[config.mk]
export PLATFORM = sky130hd
export DESIGN_NAME = cpu_interrupt_response
export DESIGN_NICKNAME = d
export VERILOG_FILES = /design/src/cpu_irq_pkg.sv /design/src/phase_timer_if.sv /design/src/phase_timer.sv /design/src/cpu_interrupt_response.sv
export SDC_FILE = /design/constraint.sdc
export NUM_CORES = 1
export LEC_CHECK = 0
export ABC_CLOCK_PERIOD_IN_PS = 3600
export BUFFER_PORTS_ARGS = -buffer_cell sky130_fd_sc_hd__buf_2
export CAP_MARGIN = 20
export CORE_MARGIN = 1
export CORE_UTILIZATION = 33
export CTS_BUF_LIST = sky130_fd_sc_hd__clkbuf_16
export CTS_CLUSTER_DIAMETER = 30
export DETAILED_ROUTE_END_ITERATION = 8
export PLACE_DENSITY_LB_ADDON = 0.3
export SYNTH_ARGS = -nofsm -noshare
export SYNTH_HDL_FRONTEND = slang
export SYNTH_SLANG_ARGS = --single-unit
[constraint.sdc]
create_clock -name clk -period 3.6 [get_ports clk]
set_input_delay 0.18 -clock clk [delete_from_list [all_inputs] [get_ports clk]]
set_output_delay 0.18 -clock clk [all_outputs]
set_load 0.01 [all_outputs]
[src/cpu_irq_pkg.sv]
// constants and types shared by the interrupt response logic
package cpu_irq_pkg;

  localparam int TIMER_W = 4;

  // restart targets in page 0
  localparam logic [15:0] NMI_RESTART_ADDR = 16'h0066;
  localparam logic [15:0] MODE1_RESTART_ADDR = 16'h0038;

  // response modes
  localparam logic [1:0] MODE_0 = 2'h0;
  localparam logic [1:0] MODE_1 = 2'h1;
  localparam logic [1:0] MODE_2 = 2'h2;

  // values after reset
  localparam logic [1:0] MODE_RESET = MODE_0;
  localparam logic [7:0] VECTOR_BASE_RESET = 8'h00;
  localparam logic FLAG_RESET = 1'b0;

  // cycle counts of each phase
  localparam logic [TIMER_W-1:0] M1_CYCLES = 4'h4;
  localparam logic [TIMER_W-1:0] ACK_WAIT_CYCLES = 4'h2;
  localparam logic [TIMER_W-1:0] MODE0_ACK_CYCLES = 4'(M1_CYCLES + ACK_WAIT_CYCLES);
  localparam logic [TIMER_W-1:0] VECTOR_ACK_CYCLES = 4'h7;
  localparam logic [TIMER_W-1:0] NMI_FETCH_CYCLES = 4'h5;
  localparam logic [TIMER_W-1:0] PUSH_BYTE_CYCLES = 4'h3;
  localparam logic [TIMER_W-1:0] TABLE_BYTE_CYCLES = 4'h3;

  typedef enum logic [2:0] {
    ST_IDLE = 3'h0,
    ST_ACK = 3'h1,
    ST_PUSH_HI = 3'h3,
    ST_PUSH_LO = 3'h2,
    ST_TABLE_LO = 3'h6,
    ST_TABLE_HI = 3'h7,
    ST_NMI_FETCH = 3'h5
  } resp_state_type;

endpackage

[src/phase_timer_if.sv]
// handshake between the response sequencer and its phase timer
`timescale 1ns/1ns
interface phase_timer_if;
  logic start;
  logic [cpu_irq_pkg::TIMER_W-1:0] length;
  logic done;
  modport ctrl (output start, output length, input done);
  modport tmr (input start, input length, output done);
endinterface

[src/phase_timer.sv]
// down counter that times one bus phase of the response sequence
`timescale 1ns/1ns
module phase_timer (
  // clock and reset
  input wire logic clk,
  input wire logic rstn,
  // phase control
  phase_timer_if.tmr tif
);

  logic [cpu_irq_pkg::TIMER_W-1:0] count_q;

  always_ff @(posedge clk or negedge rstn) begin
    if (!rstn) begin
      count_q <= '0;
    end else if (tif.start) begin
      count_q <= tif.length;
    end else if (count_q != '0) begin
      count_q <= count_q - 1'b1;
    end
  end

  // last cycle of a phase; a restart in that cycle chains phases back to back
  assign tif.done = (count_q == cpu_irq_pkg::TIMER_W'(1));

endmodule

[src/cpu_interrupt_response.sv]
// interrupt acceptance, enable flags and response sequencing of the cpu
`timescale 1ns/1ns
module cpu_interrupt_response (
  // clock and reset
  input wire logic clk,
  input wire logic rstn,
  // interrupt requests
  input wire logic irqReq,
  input wire logic nmiReq,
  // instruction stream from the core, pulses in the completing cycle
  input wire logic instrDone,
  input wire logic enableIrqOp,
  input wire logic disableIrqOp,
  input wire logic returnFromNmiOp,
  input wire logic loadAccFromVectorBaseOp,
  input wire logic loadAccFromRefreshOp,
  input wire logic setModeOp,
  input wire logic [1:0] modeSel,
  input wire logic loadVectorBaseOp,
  input wire logic [7:0] vectorBaseIn,
  // core state used by the restart
  input wire logic [15:0] pcIn,
  input wire logic [15:0] spIn,
  // data bus
  input wire logic [7:0] dataIn,
  // core control
  output logic busy,
  output logic nmiFetch,
  output logic ackCycle,
  output logic injectValid,
  output logic [7:0] injectOp,
  output logic pcLoad,
  output logic [15:0] pcTarget,
  output logic spLoad,
  output logic [15:0] spValue,
  // memory cycles
  output logic memRd,
  output logic memWr,
  output logic [15:0] memAddr,
  output logic [7:0] memWrData,
  // flags and status
  output logic parityLoad,
  output logic parityValue,
  output logic irqEnableFlag,
  output logic irqEnableShadow,
  output logic [1:0] irqMode,
  output logic [7:0] vectorBase
);

  phase_timer_if tif ();

  phase_timer u_timer (
    .clk(clk),
    .rstn(rstn),
    .tif(tif)
  );

  cpu_irq_pkg::resp_state_type state_q;
  cpu_irq_pkg::resp_state_type state_d;
  logic irqEnableFlag_q;
  logic irqEnableShadow_q;
  logic [1:0] irqMode_q;
  logic [7:0] vectorBase_q;
  logic nmiPending_q;
  logic nmiReqPrev_q;
  logic fromNmi_q;
  logic [15:0] retAddr_q;
  logic [15:0] target_q;
  logic [7:0] vecLo_q;
  logic parityLoad_q;
  logic parityValue_q;
  logic injectValid_q;
  logic [7:0] injectOp_q;
  logic pcLoad_q;
  logic spLoad_q;
  logic [15:0] spValue_q;
  logic memRd_q;
  logic memWr_q;
  logic [15:0] memAddr_q;
  logic [7:0] memWrData_q;
  logic acceptNmi;
  logic acceptIrq;
  wire logic nmiRise = nmiReq && !nmiReqPrev_q;
  wire logic phaseDone = tif.done;
  // pointer is always even whatever the peripheral drove
  wire logic [15:0] tablePtr = {vectorBase_q, vecLo_q[7:1], 1'b0};

  // acceptance only at a boundary while idle; nonmaskable first
  always_comb begin
    acceptNmi = instrDone && (state_q == cpu_irq_pkg::ST_IDLE) && nmiPending_q;
    // the boundary of the enable instruction itself is skipped
    acceptIrq = instrDone && (state_q == cpu_irq_pkg::ST_IDLE) && !nmiPending_q
                && irqReq && irqEnableFlag_q && !enableIrqOp;
  end

  // nonmaskable request is edge sensitive and latched until served
  always_ff @(posedge clk or negedge rstn) begin
    if (!rstn) begin
      nmiReqPrev_q <= 1'b0;
      nmiPending_q <= 1'b0;
    end else begin
      nmiReqPrev_q <= nmiReq;
      // a new edge in the accepting cycle wins over the clear
      if (nmiRise) begin
        nmiPending_q <= 1'b1;
      end else if (acceptNmi) begin
        nmiPending_q <= 1'b0;
      end
    end
  end

  // enable flags
  always_ff @(posedge clk or negedge rstn) begin
    if (!rstn) begin
      irqEnableFlag_q <= cpu_irq_pkg::FLAG_RESET;
      irqEnableShadow_q <= cpu_irq_pkg::FLAG_RESET;
    end else if (acceptNmi) begin
      irqEnableFlag_q <= 1'b0;
      irqEnableShadow_q <= !disableIrqOp && (enableIrqOp || irqEnableShadow_q);
    end else if (acceptIrq) begin
      irqEnableFlag_q <= 1'b0;
      irqEnableShadow_q <= 1'b0;
    end else if (disableIrqOp) begin
      irqEnableFlag_q <= 1'b0;
      irqEnableShadow_q <= 1'b0;
    end else if (enableIrqOp) begin
      irqEnableFlag_q <= 1'b1;
      irqEnableShadow_q <= 1'b1;
    end else if (returnFromNmiOp) begin
      irqEnableFlag_q <= irqEnableShadow_q;
    end
  end

  // parity flag copy for the two accumulator loads
  always_ff @(posedge clk or negedge rstn) begin
    if (!rstn) begin
      parityLoad_q <= 1'b0;
      parityValue_q <= 1'b0;
    end else begin
      parityLoad_q <= loadAccFromVectorBaseOp || loadAccFromRefreshOp;
      parityValue_q <= (loadAccFromVectorBaseOp || loadAccFromRefreshOp) ? irqEnableShadow_q
                       : parityValue_q;
    end
  end

  // response mode and vector base
  always_ff @(posedge clk or negedge rstn) begin
    if (!rstn) begin
      irqMode_q <= cpu_irq_pkg::MODE_RESET;
      vectorBase_q <= cpu_irq_pkg::VECTOR_BASE_RESET;
    end else begin
      // the unused fourth code falls back to mode 0
      if (setModeOp) begin
        irqMode_q <= (modeSel == 2'h3) ? cpu_irq_pkg::MODE_0 : modeSel;
      end
      vectorBase_q <= loadVectorBaseOp ? vectorBaseIn : vectorBase_q;
    end
  end

  // sequencer next state and phase timer start
  always_comb begin
    state_d = state_q;
    tif.start = 1'b0;
    tif.length = '0;
    unique case (state_q)
      cpu_irq_pkg::ST_IDLE: begin
        if (acceptNmi) begin
          state_d = cpu_irq_pkg::ST_NMI_FETCH;
          tif.start = 1'b1;
          tif.length = cpu_irq_pkg::NMI_FETCH_CYCLES;
        end else if (acceptIrq) begin
          state_d = cpu_irq_pkg::ST_ACK;
          tif.start = 1'b1;
          tif.length = (irqMode_q == cpu_irq_pkg::MODE_0) ? cpu_irq_pkg::MODE0_ACK_CYCLES
                       : cpu_irq_pkg::VECTOR_ACK_CYCLES;
        end
      end
      cpu_irq_pkg::ST_NMI_FETCH: begin
        if (phaseDone) begin
          state_d = cpu_irq_pkg::ST_PUSH_HI;
          tif.start = 1'b1;
          tif.length = cpu_irq_pkg::PUSH_BYTE_CYCLES;
        end
      end
      cpu_irq_pkg::ST_ACK: begin
        if (phaseDone) begin
          if (irqMode_q == cpu_irq_pkg::MODE_0) begin
            state_d = cpu_irq_pkg::ST_IDLE;
          end else begin
            state_d = cpu_irq_pkg::ST_PUSH_HI;
            tif.start = 1'b1;
            tif.length = cpu_irq_pkg::PUSH_BYTE_CYCLES;
          end
        end
      end
      cpu_irq_pkg::ST_PUSH_HI: begin
        if (phaseDone) begin
          state_d = cpu_irq_pkg::ST_PUSH_LO;
          tif.start = 1'b1;
          tif.length = cpu_irq_pkg::PUSH_BYTE_CYCLES;
        end
      end
      cpu_irq_pkg::ST_PUSH_LO: begin
        if (phaseDone) begin
          if (!fromNmi_q && irqMode_q == cpu_irq_pkg::MODE_2) begin
            state_d = cpu_irq_pkg::ST_TABLE_LO;
            tif.start = 1'b1;
            tif.length = cpu_irq_pkg::TABLE_BYTE_CYCLES;
          end else begin
            state_d = cpu_irq_pkg::ST_IDLE;
          end
        end
      end
      cpu_irq_pkg::ST_TABLE_LO: begin
        if (phaseDone) begin
          state_d = cpu_irq_pkg::ST_TABLE_HI;
          tif.start = 1'b1;
          tif.length = cpu_irq_pkg::TABLE_BYTE_CYCLES;
        end
      end
      cpu_irq_pkg::ST_TABLE_HI: begin
        if (phaseDone) begin
          state_d = cpu_irq_pkg::ST_IDLE;
        end
      end
      default: begin
        state_d = cpu_irq_pkg::ST_IDLE;
      end
    endcase
  end

  always_ff @(posedge clk or negedge rstn) begin
    if (!rstn) begin
      state_q <= cpu_irq_pkg::ST_IDLE;
    end else begin
      state_q <= state_d;
    end
  end

  // per-response context: cause, return address, target
  always_ff @(posedge clk or negedge rstn) begin
    if (!rstn) begin
      fromNmi_q <= 1'b0;
      retAddr_q <= '0;
      target_q <= '0;
      vecLo_q <= '0;
    end else begin
      if (acceptNmi || acceptIrq) begin
        fromNmi_q <= acceptNmi;
        retAddr_q <= pcIn;
        target_q <= acceptNmi ? cpu_irq_pkg::NMI_RESTART_ADDR
                    : cpu_irq_pkg::MODE1_RESTART_ADDR;
      end
      vecLo_q <= (state_q == cpu_irq_pkg::ST_ACK && phaseDone) ? dataIn : vecLo_q;
      // table entry arrives low byte first
      if (state_q == cpu_irq_pkg::ST_TABLE_LO && phaseDone) begin
        target_q[7:0] <= dataIn;
      end
      if (state_q == cpu_irq_pkg::ST_TABLE_HI && phaseDone) begin
        target_q[15:8] <= dataIn;
      end
    end
  end

  // mode 0 hand-over of the peripheral's opcode to the core
  always_ff @(posedge clk or negedge rstn) begin
    if (!rstn) begin
      injectValid_q <= 1'b0;
      injectOp_q <= '0;
    end else begin
      injectValid_q <= (state_q == cpu_irq_pkg::ST_ACK) && phaseDone
                       && (irqMode_q == cpu_irq_pkg::MODE_0);
      injectOp_q <= (state_q == cpu_irq_pkg::ST_ACK && phaseDone) ? dataIn : injectOp_q;
    end
  end

  // stack pushes and table reads; memory answers within each 3-clock phase
  always_ff @(posedge clk or negedge rstn) begin
    if (!rstn) begin
      memRd_q <= 1'b0;
      memWr_q <= 1'b0;
      memAddr_q <= '0;
      memWrData_q <= '0;
    end else begin
      memWr_q <= (state_d == cpu_irq_pkg::ST_PUSH_HI) || (state_d == cpu_irq_pkg::ST_PUSH_LO);
      memRd_q <= (state_d == cpu_irq_pkg::ST_TABLE_LO) || (state_d == cpu_irq_pkg::ST_TABLE_HI);
      unique case (state_d)
        cpu_irq_pkg::ST_PUSH_HI: begin
          memAddr_q <= spIn - 16'h0001;
          memWrData_q <= retAddr_q[15:8];
        end
        cpu_irq_pkg::ST_PUSH_LO: begin
          memAddr_q <= spIn - 16'h0002;
          memWrData_q <= retAddr_q[7:0];
        end
        cpu_irq_pkg::ST_TABLE_LO: begin
          memAddr_q <= tablePtr;
        end
        cpu_irq_pkg::ST_TABLE_HI: begin
          memAddr_q <= tablePtr + 16'h0001;
        end
        default: begin
          memAddr_q <= memAddr_q;
        end
      endcase
    end
  end

  // jump at the end of the sequence, stack pointer lowered by two
  always_ff @(posedge clk or negedge rstn) begin
    if (!rstn) begin
      pcLoad_q <= 1'b0;
      spLoad_q <= 1'b0;
      spValue_q <= '0;
    end else begin
      pcLoad_q <= (state_q != cpu_irq_pkg::ST_IDLE) && (state_d == cpu_irq_pkg::ST_IDLE)
                  && !(state_q == cpu_irq_pkg::ST_ACK);
      spLoad_q <= (state_q == cpu_irq_pkg::ST_PUSH_LO) && phaseDone;
      if ((state_q == cpu_irq_pkg::ST_PUSH_LO) && phaseDone) begin
        spValue_q <= spIn - 16'h0002;
      end
    end
  end

  assign pcTarget = target_q;
  assign busy = (state_q != cpu_irq_pkg::ST_IDLE);
  assign nmiFetch = (state_q == cpu_irq_pkg::ST_NMI_FETCH);
  assign ackCycle = (state_q == cpu_irq_pkg::ST_ACK);
  assign injectValid = injectValid_q;
  assign injectOp = injectOp_q;
  assign pcLoad = pcLoad_q;
  assign spLoad = spLoad_q;
  assign spValue = spValue_q;
  assign memRd = memRd_q;
  assign memWr = memWr_q;
  assign memAddr = memAddr_q;
  assign memWrData = memWrData_q;
  assign parityLoad = parityLoad_q;
  assign parityValue = parityValue_q;
  assign irqEnableFlag = irqEnableFlag_q;
  assign irqEnableShadow = irqEnableShadow_q;
  assign irqMode = irqMode_q;
  assign vectorBase = vectorBase_q;

endmodule

==> summary.txt, run 1 <==
Outcome: finished clean
Layout cells sized above 1: 31.7%
# fillers: 1,533
Post-Place Worst Slack: 0.691 ns
PwrDens: 768 mW/mm²
Critical Path Source Type: register
DR WL/cell: 16.4 µm
Worst setup EP type: register
TNS Setup: 0 ns
Placer Congestion: 0.853
Primary FF master, synth: dfrtp_1
Leakage: 3.09 nW
Multi-input logic area: 0.00223 mm²
Std-Cell Rows: 45
# diodes: 0
Initial DRT Pass Iterations: 4
Syn_nets: 574
Final Hold Viols: 0
Top Ports: 148
Mapped Area: 0.00513 mm²
Fmax: 0.341 GHz
Routed Wire Length: 13,800 µm
Vias: 4,232
Critical path fanouts, max: 22
Largest net degree at the start of global routing: 62
DRT antenna net count: 0
CP required: 3.84 ns
Tcrit/Tclk final: 81.4%
Overflow after GRT: 0
Sequential share of the synthesized area: 53.2%
Crit path DAT: 3.17 ns
YS warnings: 0
Maximum VDD drop: 260 µV
CTS tree: yes
Clock Skew: 0.0110 ns
Setup Buffers After CTS: 0
Clock Tree Root: clkbuf_16
Biggest area consumer among synthesized cells: dfrtp_1
Post-layout min period: 2.93 ns
CP Launch Point: irqEnableFlag
Vias/cell: 5.03
Synth Register Bits: 109
Die Wd: 127 µm
First-pass GRT wire length: 22,100 µm
H-tree Lvls: 3
CTS buffer count: 9
DPL Wire Length: 10,300 µm
Critical path type: reg2reg
Post-synth EDFFs: 0
Final WS setup: 0.670 ns
Initial antenna violation count: 0
Clock Path Buffers: 2
Share of the synthesized area in the top cell type: 53.2%
Synth top area cells: dfrtp_1, nand2_1, mux2_2
DRC viols: 0
Synth Instances: 506
Syn-to-layout area delta: 24.2%
Launch point of the worst reg-to-reg path: irqEnableFlag
FFs w/ async S/R, synth: 100%
Avg Cell Area, Syn: 10.1 µm²
Register-to-Register Path Depth: 7
Max cap viols: 0
Worst-Skew Late Latency: 0.36 ns
Most frequent cells in the layout: buf_2, dfrtp_1, nand2_1
HP Start: pcIn[2]
Most common cell after layout, fill and taps aside: buf_2
FF/Latch Area: 0.00273 mm²
Yosys cell types: 59
Die Footprint: 0.0160 mm²
Num Clock Sinks: 109
Final setup violating endpoints: 0
CTS clk-pin slew, worst paths: 0.08 ns
Pins Over Slew Limit: 0
Area of the core: 0.0152 mm²
Hold Path Class: in2reg
Worst hold path depth: 3
RSZ-0062 raised after global routing: false
Nets@finish: 716
Vias in the first global route: 4,258
Rel. slew slack: 36.5%
Die height: 127 µm
Total track usage: 17.9%
Starting Density: 33.7%
Worst slew pin tran: 0.945 ns
PortBufs: 147
Iter 0 DRT Violations: 221
-- Yosys cell counts (12+ instances only) --
cell,number
xnor2_1,15
nor2_1,29
clkbuf_1,18
nand2_1,101
xor2_1,14
mux2_2,25
a21oi_1,19
dfrtp_1,109
nand3_1,15
inv_1,12
nor3_1,13
o21ai_0,22
-- layout make-up --
type / instances / share of cell area (%)
clock inverters: 7 / 1.24
flip-flops and latches: 109 / 42.8
clock buffers: 9 / 3.53
inverters: 15 / 0.982
multi-input cells: 357 / 35.0
well taps: 188 / 3.69
repair buffers: 156 / 12.8
-- flip-flops by register name, summed over array words and instances (netlist names), 3 cells and up --
| register | cells |
|---|---|
| retAddr_q | 16 |
| memWrData | 8 |
| u_timer.count_q | 4 |
| vectorBase | 8 |
| state_q | 3 |
| memAddr | 16 |
| injectOp | 8 |
| pcTarget | 16 |
| spValue | 16 |
-- power breakdown --
group | switching [W] | internal (W)
Combinational | 0.00110 | 0.000777
Sequential | 0.000318 | 0.00167
Clock | 0.000476 | 0.000550
Total | 0.00189 | 0.00300
-- routing by layer --
layer	share of wire (%)	GRT usage [%]	vias up
li1	-	-	2051
met1	47	23.6	2061
met2	46	28.9	105
met3	4.7	3.25	15
met4	2.0	7.35	0
met5	0	0	-
-- per-stage QoR --
step / power (W) / area, µm² / hold WS, ns / cells / utilization (%)
final: 0.00489 / 6370 / 0.0130 / 841 / 41.9
after global routing: 0.00523 / 6370 / 0.0132 / 841 / 41.9
after CTS: 0.00494 / 6370 / 0.00587 / 841 / 41.9
after detailed placement: 0.00391 / 6040 / 0.313 / 822 / 39.7
after global placement: 0.00384 / 6040 / 0.306 / 822 / 39.7
after floorplan: 0.00317 / 5130 / -0.116 / 506 / -
-- critical path: stages, from the launching register on --
cell	delay [ns]
dfrtp_1	0.41
and3b_1	0.20
o21ai_2	0.71
o2111a_4	0.52
clkinv_2	0.14
nor2_2	0.47
a21oi_1	0.13
a22o_1	0.21
-- repair_timing --
action | 4_1_cts | 5_1_grt
resized for setup | 0 | 0
hold endpoints to repair | 61 | 0
hold buffers | 3 | 0
-- logic make-up after synthesis --
family | share of synthesized area (%)
flops | 53.2
xor+xnor | 4.95
buf+inv | 3.51
simple gates | 17.8
mux | 7.49
compound gates | 11.6
fa+ha+maj | 1.46
-- worst paths after layout --
kind / to / slack (ns)
max: memAddr[3] / 0.67
min: retAddr_q[2] / 0.01
max reg2reg: memAddr[3] / 0.67
min reg2reg: nmiPending_q / 0.42
max in group asynchronous: retAddr_q[14] / 2.28
min in group asynchronous: vectorBase[2] / 0.45
Note: power is estimated with default switching activity, not from simulation.
==> run 2, diff against run 1 <==
--- a/config.mk
+++ b/config.mk
@@ -5,7 +5,8 @@
 export SDC_FILE = /design/constraint.sdc
 export NUM_CORES = 1
 export LEC_CHECK = 0
-export ABC_CLOCK_PERIOD_IN_PS = 3600
+export ABC_AREA = 1
+export ABC_CLOCK_PERIOD_IN_PS = 2400
 export BUFFER_PORTS_ARGS = -buffer_cell sky130_fd_sc_hd__buf_2
 export CAP_MARGIN = 20
 export CORE_MARGIN = 1
==> constraint.sdc (replaced) <==
create_clock -name clk -period 2.4 [get_ports clk]
set_input_delay 0.12 -clock clk [delete_from_list [all_inputs] [get_ports clk]]
set_output_delay 0.12 -clock clk [all_outputs]
set_load 0.01 [all_outputs]
==> run 2 against run 1 <==
Effect of this change:
- via count up 15%
- sequential cell count did not move
- core utilization grew 2.1 points
- final cell count rose by 29%
- the flow now finishes with violations (negative hold slack)
- die area up 6.6%
- worst hold slack worse by 0.014 ns
==> summary.txt, run 2 <==
Worst-Skew Late Latency: 0.36 ns (about the same)
CP required: 2.65 ns (-1.19 ns)
Clock Skew: 0.00995 ns (-0.00109 ns)
Reg2Reg Setup Slack: 0.20 ns (-0.47 ns)
Failing checks: negative hold slack
Primary FF master, synth: dfrtp_1
Nets@finish: 932 (+30%)
DRT antenna net count: 0 (unchanged)
# diodes: 0 (unchanged)
Synth Register Bits: 109 (unchanged)
Num Clock Sinks: 109 (unchanged)
Vias in the first global route: 4,541 (+6.6%)
Top-count cell post-synth: nand2_1
Syn-to-layout area delta: 29.2%
Worst setup EP type: register
FFs w/ async S/R, synth: 100% (unchanged)
CTS clk-pin slew, worst paths: 0.08 ns (about the same)
Pins Over Slew Limit: 0 (unchanged)
Fmax: 0.455 GHz (+33%)
TNS Setup: 0 ns (unchanged)
Die Footprint: 0.0171 mm² (+6.6%)
Iter 0 DRT Violations: 286 (+29%)
Synth Instances: 682 (+35%)
Worst Setup EP: memAddr[5]
Layout cells sized above 1: 23.1% (-8.6 points)
Post-synth top cells: nand2_1, nor2_1, dfrtp_1, inv_1, o21ai_0
Avg Cell Area, Syn: 8.02 µm² (-21%)
Register-to-Register Path Depth: 12 (+5)
Area of the core: 0.0161 mm² (+5.6%)
Vias: 4,855 (+15%)
Initial DRT Pass Iterations: 5 (+1)
Post-synth EDFFs: 0 (unchanged)
DR WL/cell: 13.8 µm (-16%)
RSZ-0062 raised after global routing: false
Routed Wire Length: 15,000 µm (+8.8%)
Critical Path Source Type: register
Worst slew pin tran: 0.517 ns (-0.429 ns)
CTS tree: yes
Final setup violating endpoints: 0 (unchanged)
Outcome: finished, violations left
FF-to-FF End: memAddr[5]
Starting Density: 34.1% (+0.34 points)
YS warnings: 0 (unchanged)
PortBufs: 147 (unchanged)
# fillers: 1,644 (+7.2%)
Total track usage: 18.2% (+0.38 points)
Rel. slew slack: 65.5% (+29 points)
Placer Congestion: 0.870 (+2.0%)
Syn_nets: 750 (+31%)
Launch point of the worst reg-to-reg path: u_timer.count_q[1]
First-pass GRT wire length: 23,600 µm (+6.8%)
Synth top area cells: dfrtp_1, nand2_1, nor2_1
Dpl cell area: 0.00646 mm² (+6.9%)
Critical path type: reg2reg
Std-Cell Rows: 46 (+2.2%)
Vias/cell: 4.47 (-11%)
Mapped Area: 0.00547 mm² (+6.7%)
Largest net degree at the start of global routing: 50 (-19%)
Most frequent cells in the layout: nand2_1, buf_2, nor2_1
CP Launch Point: u_timer.count_q[1]
Overflow after GRT: 0 (unchanged)
Final Cell Area: 0.00707 mm² (+11%)
Crit path DAT: 2.45 ns (-0.72 ns)
Biggest area consumer among synthesized cells: dfrtp_1
Final Hold Viols: 1 (+1)
Critical path fanouts, max: 14 (-36%)
Tcrit/Tclk final: 91.7% (+10 points)
Max cap viols: 0 (unchanged)
H-tree Lvls: 3 (unchanged)
Initial antenna violation count: 0 (unchanged)
CTS buffer count: 9 (unchanged)
Clock Tree Root: clkbuf_16
Maximum VDD drop: 464 µV (+78%)
Final WS setup: 0.200 ns (-0.470 ns)
PwrDens: 1150 mW/mm² (+50%)
Final hold slack: -0.000829 ns (-0.0138 ns)
Clock Path Buffers: 2 (unchanged)
Share of the synthesized area in the top cell type: 49.8% (-3.3 points)
Post-layout min period: 2.20 ns (-0.730 ns)
Hold Path Class: in2reg
Top Ports: 148 (unchanged)
Die Wd: 131 µm (+3.2%)
DRC viols: 0 (unchanged)
DPL Wire Length: 11,200 µm (+8.8%)
Die height: 131 µm (+3.2%)
Most common cell after layout, fill and taps aside: nand2_1
Leakage: 3.65 nW (+18%)
Yosys cell types: 36 (-39%)
Post-Place Worst Slack: 0.0483 ns (-0.642 ns)
Sequential share of the synthesized area: 49.8% (-3.3 points)
run 2: cell count changes in the layout (fill, tap and decap cells not counted), sizes merged, moves of 18 or more:
cell,delta
dlygate4sd3,+28
nor2,+93
inv,+56
o21ai,+18
nand2,+92
mux2,-26
run 2: stage by stage:
step / power, W / cells / utilization [%] / hold slack, ns
CTS: 0.00811 / 1082 / 43.8 / 0.000998
finish: 0.00813 / 1085 / 44.0 / -0.000829
global route: 0.00885 / 1085 / 44.0 / 0.00558
detailed placement: 0.00662 / 1035 / 40.2 / 0.107
floorplan: 0.00540 / 682 / - / -0.176
global placement: 0.00659 / 1035 / 40.2 / 0.104
run 2: what timing repair did:
item | CTS | global route
hold buffers | 31 | 0
endpoints found under the setup margin | 0 | 20
buffers inserted | 0 | 2
endpoints found under the hold margin | 61 | 0
resized for setup | 0 | 2
run 2: logic make-up (layout without fill, tap and decap cells):
kind of cell	after synthesis	in the layout	share of synthesized area [%]
simple gates	369	370	28.8
flops	109	109	49.8
buf+inv	91	277	7.29
compound gates	82	82	8.62
xor+xnor	24	24	3.84
fa+ha+maj	6	6	1.37
mux	1	1	0.206
run 2: layout make-up:
class,count,area [µm²],area share [%]
clock buffer,9,225,3.18
clock inverter,7,47.5,0.672
inverter,69,259,3.66
multi-input combinational,483,2360,33.4
sequential,109,2730,38.6
tap,216,270,3.82
timing repair buffer,192,1180,16.7
run 2: power by group:
group | internal (W) | total [W] | switching [W]
Combinational | 0.00140 | 0.00365 | 0.00225
Sequential | 0.00256 | 0.00305 | 0.000494
Clock | 0.000712 | 0.00143 | 0.000718
run 2: critical path, stage by stage, from the launching register on:
cell,delay (ns)
dfrtp_1,0.36
inv_1,0.08
ha_1,0.18
nand2_1,0.21
inv_2,0.11
nand2_4,0.09
nor2_4,0.05
nor2_4,0.37
inv_2,0.15
a21boi_0,0.27
nand2_1,0.08
nor2_1,0.10
nor2_1,0.04
run 2: worst min-delay path by stage:
stage                          from             to  slack, ns  cells past startpoint
floorplan                      rstn      fromNmi_q      -0.18                      0
global placement               rstn    pcTarget[7]       0.10                      1
detailed placement             rstn    pcTarget[7]       0.11                      1
CTS                 vectorBaseIn[0]  vectorBase[0]      0.001                      3
global route        vectorBaseIn[0]  vectorBase[0]      0.006                      3
finish              vectorBaseIn[0]  vectorBase[0]    -0.0008                      3
run 2: routing by layer:
| metal | global-route usage, % | vias up | routed length (µm) |
|---|---|---|---|
| met2 | 27.7 | 108 | 6750 |
| met3 | 3.58 | 15 | 768 |
| li1 | - | 2529 | - |
| met4 | 6.90 | 0 | 209 |
| met1 | 25.6 | 2203 | 7290 |
| met5 | 0 | - | 0 |
==> run 3, diff against run 2 <==
--- a/config.mk
+++ b/config.mk
@@ -5,8 +5,7 @@
 export SDC_FILE = /design/constraint.sdc
 export NUM_CORES = 1
 export LEC_CHECK = 0
-export ABC_AREA = 1
-export ABC_CLOCK_PERIOD_IN_PS = 2400
+export ABC_CLOCK_PERIOD_IN_PS = 2100
 export BUFFER_PORTS_ARGS = -buffer_cell sky130_fd_sc_hd__buf_2
 export CAP_MARGIN = 20
 export CORE_MARGIN = 1
@@ -14,6 +13,7 @@
 export CTS_BUF_LIST = sky130_fd_sc_hd__clkbuf_16
 export CTS_CLUSTER_DIAMETER = 30
 export DETAILED_ROUTE_END_ITERATION = 8
+export GPL_TIMING_DRIVEN = 1
 export PLACE_DENSITY_LB_ADDON = 0.3
 export SYNTH_ARGS = -nofsm -noshare
 export SYNTH_HDL_FRONTEND = slang
==> constraint.sdc (replaced) <==
create_clock -name clk -period 2.1 [get_ports clk]
set_input_delay 0.105 -clock clk [delete_from_list [all_inputs] [get_ports clk]]
set_output_delay 0.105 -clock clk [all_outputs]
set_load 0.01 [all_outputs]
==> run 3 against run 2 <==
Effect of this change:
- first-iteration DRC count down 4.5%
- the run ends with negative setup slack left
- sequential share of layout area decreased by 1.1 points
- largest power group unchanged
- critical path depth fell by 2
- global-route usage grew 1.6 points
- wire length is 3.6% higher
- worst hold slack improved by 0.011 ns
- core utilization rose by 3.9 points
==> summary.txt, run 3 (synthesized netlist as in run 1, its figures left out) <==
Outcome: finished, violations left
Failing checks: negative setup slack
H-tree Lvls: 3 (unchanged)
Reg2Reg Setup Slack: -0.19 ns (-0.39 ns)
CP required: 2.34 ns (-0.31 ns)
Overflow after GRT: 0 (unchanged)
Placer Congestion: 0.856 (-1.5%)
Die Wd: 127 µm (-3.1%)
Iter 0 DRT Violations: 273 (-4.5%)
Die height: 127 µm (-3.1%)
DRC viols: 0 (unchanged)
Final setup violating endpoints: 35 (+35)
Worst Setup EP: memAddr[7]
Register-to-Register Path Depth: 10 (-2)
Syn-to-layout area delta: 42.0%
Die Footprint: 0.0160 mm² (-6.2%)
Vias in the first global route: 4,588 (+1.0%)
PortBufs: 147 (unchanged)
DR WL/cell: 16.9 µm (+22%)
Num Clock Sinks: 109 (unchanged)
CTS tree: yes
Final WS setup: -0.188 ns (-0.388 ns)
Starting Density: 33.7% (-0.34 points)
Layout cells sized above 1: 37.2% (+14 points)
Total track usage: 19.8% (+1.6 points)
PwrDens: 1250 mW/mm² (+8.8%)
Initial DRT Pass Iterations: 7 (+2)
TNS Setup: -3.47 ns (-3.47 ns)
Area of the core: 0.0152 mm² (-5.3%)
Worst setup EP type: register
Largest net degree at the start of global routing: 72 (+44%)
Rel. slew slack: 68.7% (+3.1 points)
Final Hold Viols: 0 (-1)
DRT antenna net count: 0 (unchanged)
Clock Tree Root: clkbuf_16
Most frequent cells in the layout: buf_2, dfrtp_1, nand2_1
DPL Wire Length: 11,200 µm (-0.11%)
Tcrit/Tclk final: 109% (+17 points)
Post-layout min period: 2.29 ns (+0.0881 ns)
Fmax: 0.437 GHz (-3.8%)
Clock Path Buffers: 2 (unchanged)
Top Ports: 148 (unchanged)
# diodes: 0 (unchanged)
Hold Path Class: in2reg
CP Launch Point: u_timer.count_q[1]
CTS buffer count: 9 (unchanged)
Crit path DAT: 2.52 ns (+0.07 ns)
Critical Path Source Type: register
Most common cell after layout, fill and taps aside: buf_2
Vias: 4,740 (-2.4%)
Routed Wire Length: 15,600 µm (+3.6%)
Max cap viols: 0 (unchanged)
Worst-Skew Late Latency: 0.35 ns (about the same)
Std-Cell Rows: 45 (-2.2%)
Final hold slack: 0.00989 ns (+0.0107 ns)
Critical path fanouts, max: 6 (-8)
Leakage: 3.53 nW (-3.3%)
Pins Over Slew Limit: 0 (unchanged)
Critical path type: reg2reg
Worst slew pin tran: 0.469 ns (-0.0474 ns)
Launch point of the worst reg-to-reg path: u_timer.count_q[1]
RSZ-0062 raised after global routing: true
Maximum VDD drop: 607 µV (+31%)
Clock Skew: 0.00575 ns (-0.00420 ns)
FF-to-FF End: memAddr[7]
Initial antenna violation count: 0 (unchanged)
Nets@finish: 798 (-14%)
First-pass GRT wire length: 24,300 µm (+3.3%)
CTS clk-pin slew, worst paths: 0.07 ns (about the same)
Vias/cell: 5.14 (+15%)
==> run 3: critical path: stages (launching register included) <==
cell,delay [ns]
dfrtp_1,0.39
inv_2,0.08
ha_4,0.12
or3b_4,0.40
buf_6,0.14
or3_4,0.33
o2111a_4,0.18
clkinv_4,0.08
nor2_4,0.06
a222oi_1,0.29
o21ai_1,0.10
==> run 3: what timing repair did <==
action,4_1_cts,5_1_grt
setup buffers,2,3
pin swaps,7,3
endpoints found under the hold margin,66,0
cloned,2,2
resized for setup,18,23
hold buffers,36,0
endpoints found under the setup margin,45,39
==> run 3: metal layers <==
layer  GRT usage [%]  up-vias  wire (µm)  part of all wire [%]
li1                -     2221          -                     -
met2            32.5      147       7590                    49
met3            3.67       31        776                   5.0
met5               0        -          0                     0
met4            9.45        0        453                   2.9
met1            25.3     2341       6750                    43
==> run 3: final cells by class <==
class / instances / area [µm²]
clock buffer: 9 / 225
clock inverter: 6 / 50.0
fill: 1412 / 7920
inverter: 15 / 78.8
multi-input combinational: 358 / 2350
sequential: 109 / 2730
tap: 188 / 235
timing repair buffer: 236 / 1600
timing repair inverter: 1 / 7.51
==> run 3: through the flow <==
step	util, %	std cells	cell area, µm²	power (W)	worst slack, ns
floorplan	-	506	5180	0.00552	-0.328
global placement	42.1	862	6400	0.00703	-0.204
detailed placement	42.1	862	6400	0.00715	-0.329
CTS	46.9	917	7140	0.00901	-0.188
global route	47.9	922	7280	0.00967	-0.277
finish	47.9	922	7280	0.00910	-0.188
==> run 3: power breakdown <==
| part | internal (W) | switching (W) | leakage, nW |
|---|---|---|---|
| clock network | 0.000814 | 0.000807 | 0.139 |
| logic | 0.00189 | 0.00217 | 2.06 |
| registers | 0.00287 | 0.000550 | 1.33 |
==> run 3: worst min path at each step <==
stage          slack (ns)            to  depth (start not counted)       start
5_1_grt              0.02  pcTarget[14]                          2   dataIn[6]
4_1_cts             0.002    irqMode[1]                          3  modeSel[1]
3_5_place_dp         0.06  memWrData[7]                          1        rstn
6_report             0.01    irqMode[1]                          3  modeSel[1]
3_3_place_gp         0.06  memWrData[7]                          1        rstn
2_1_floorplan       -0.19     fromNmi_q                          0        rstn
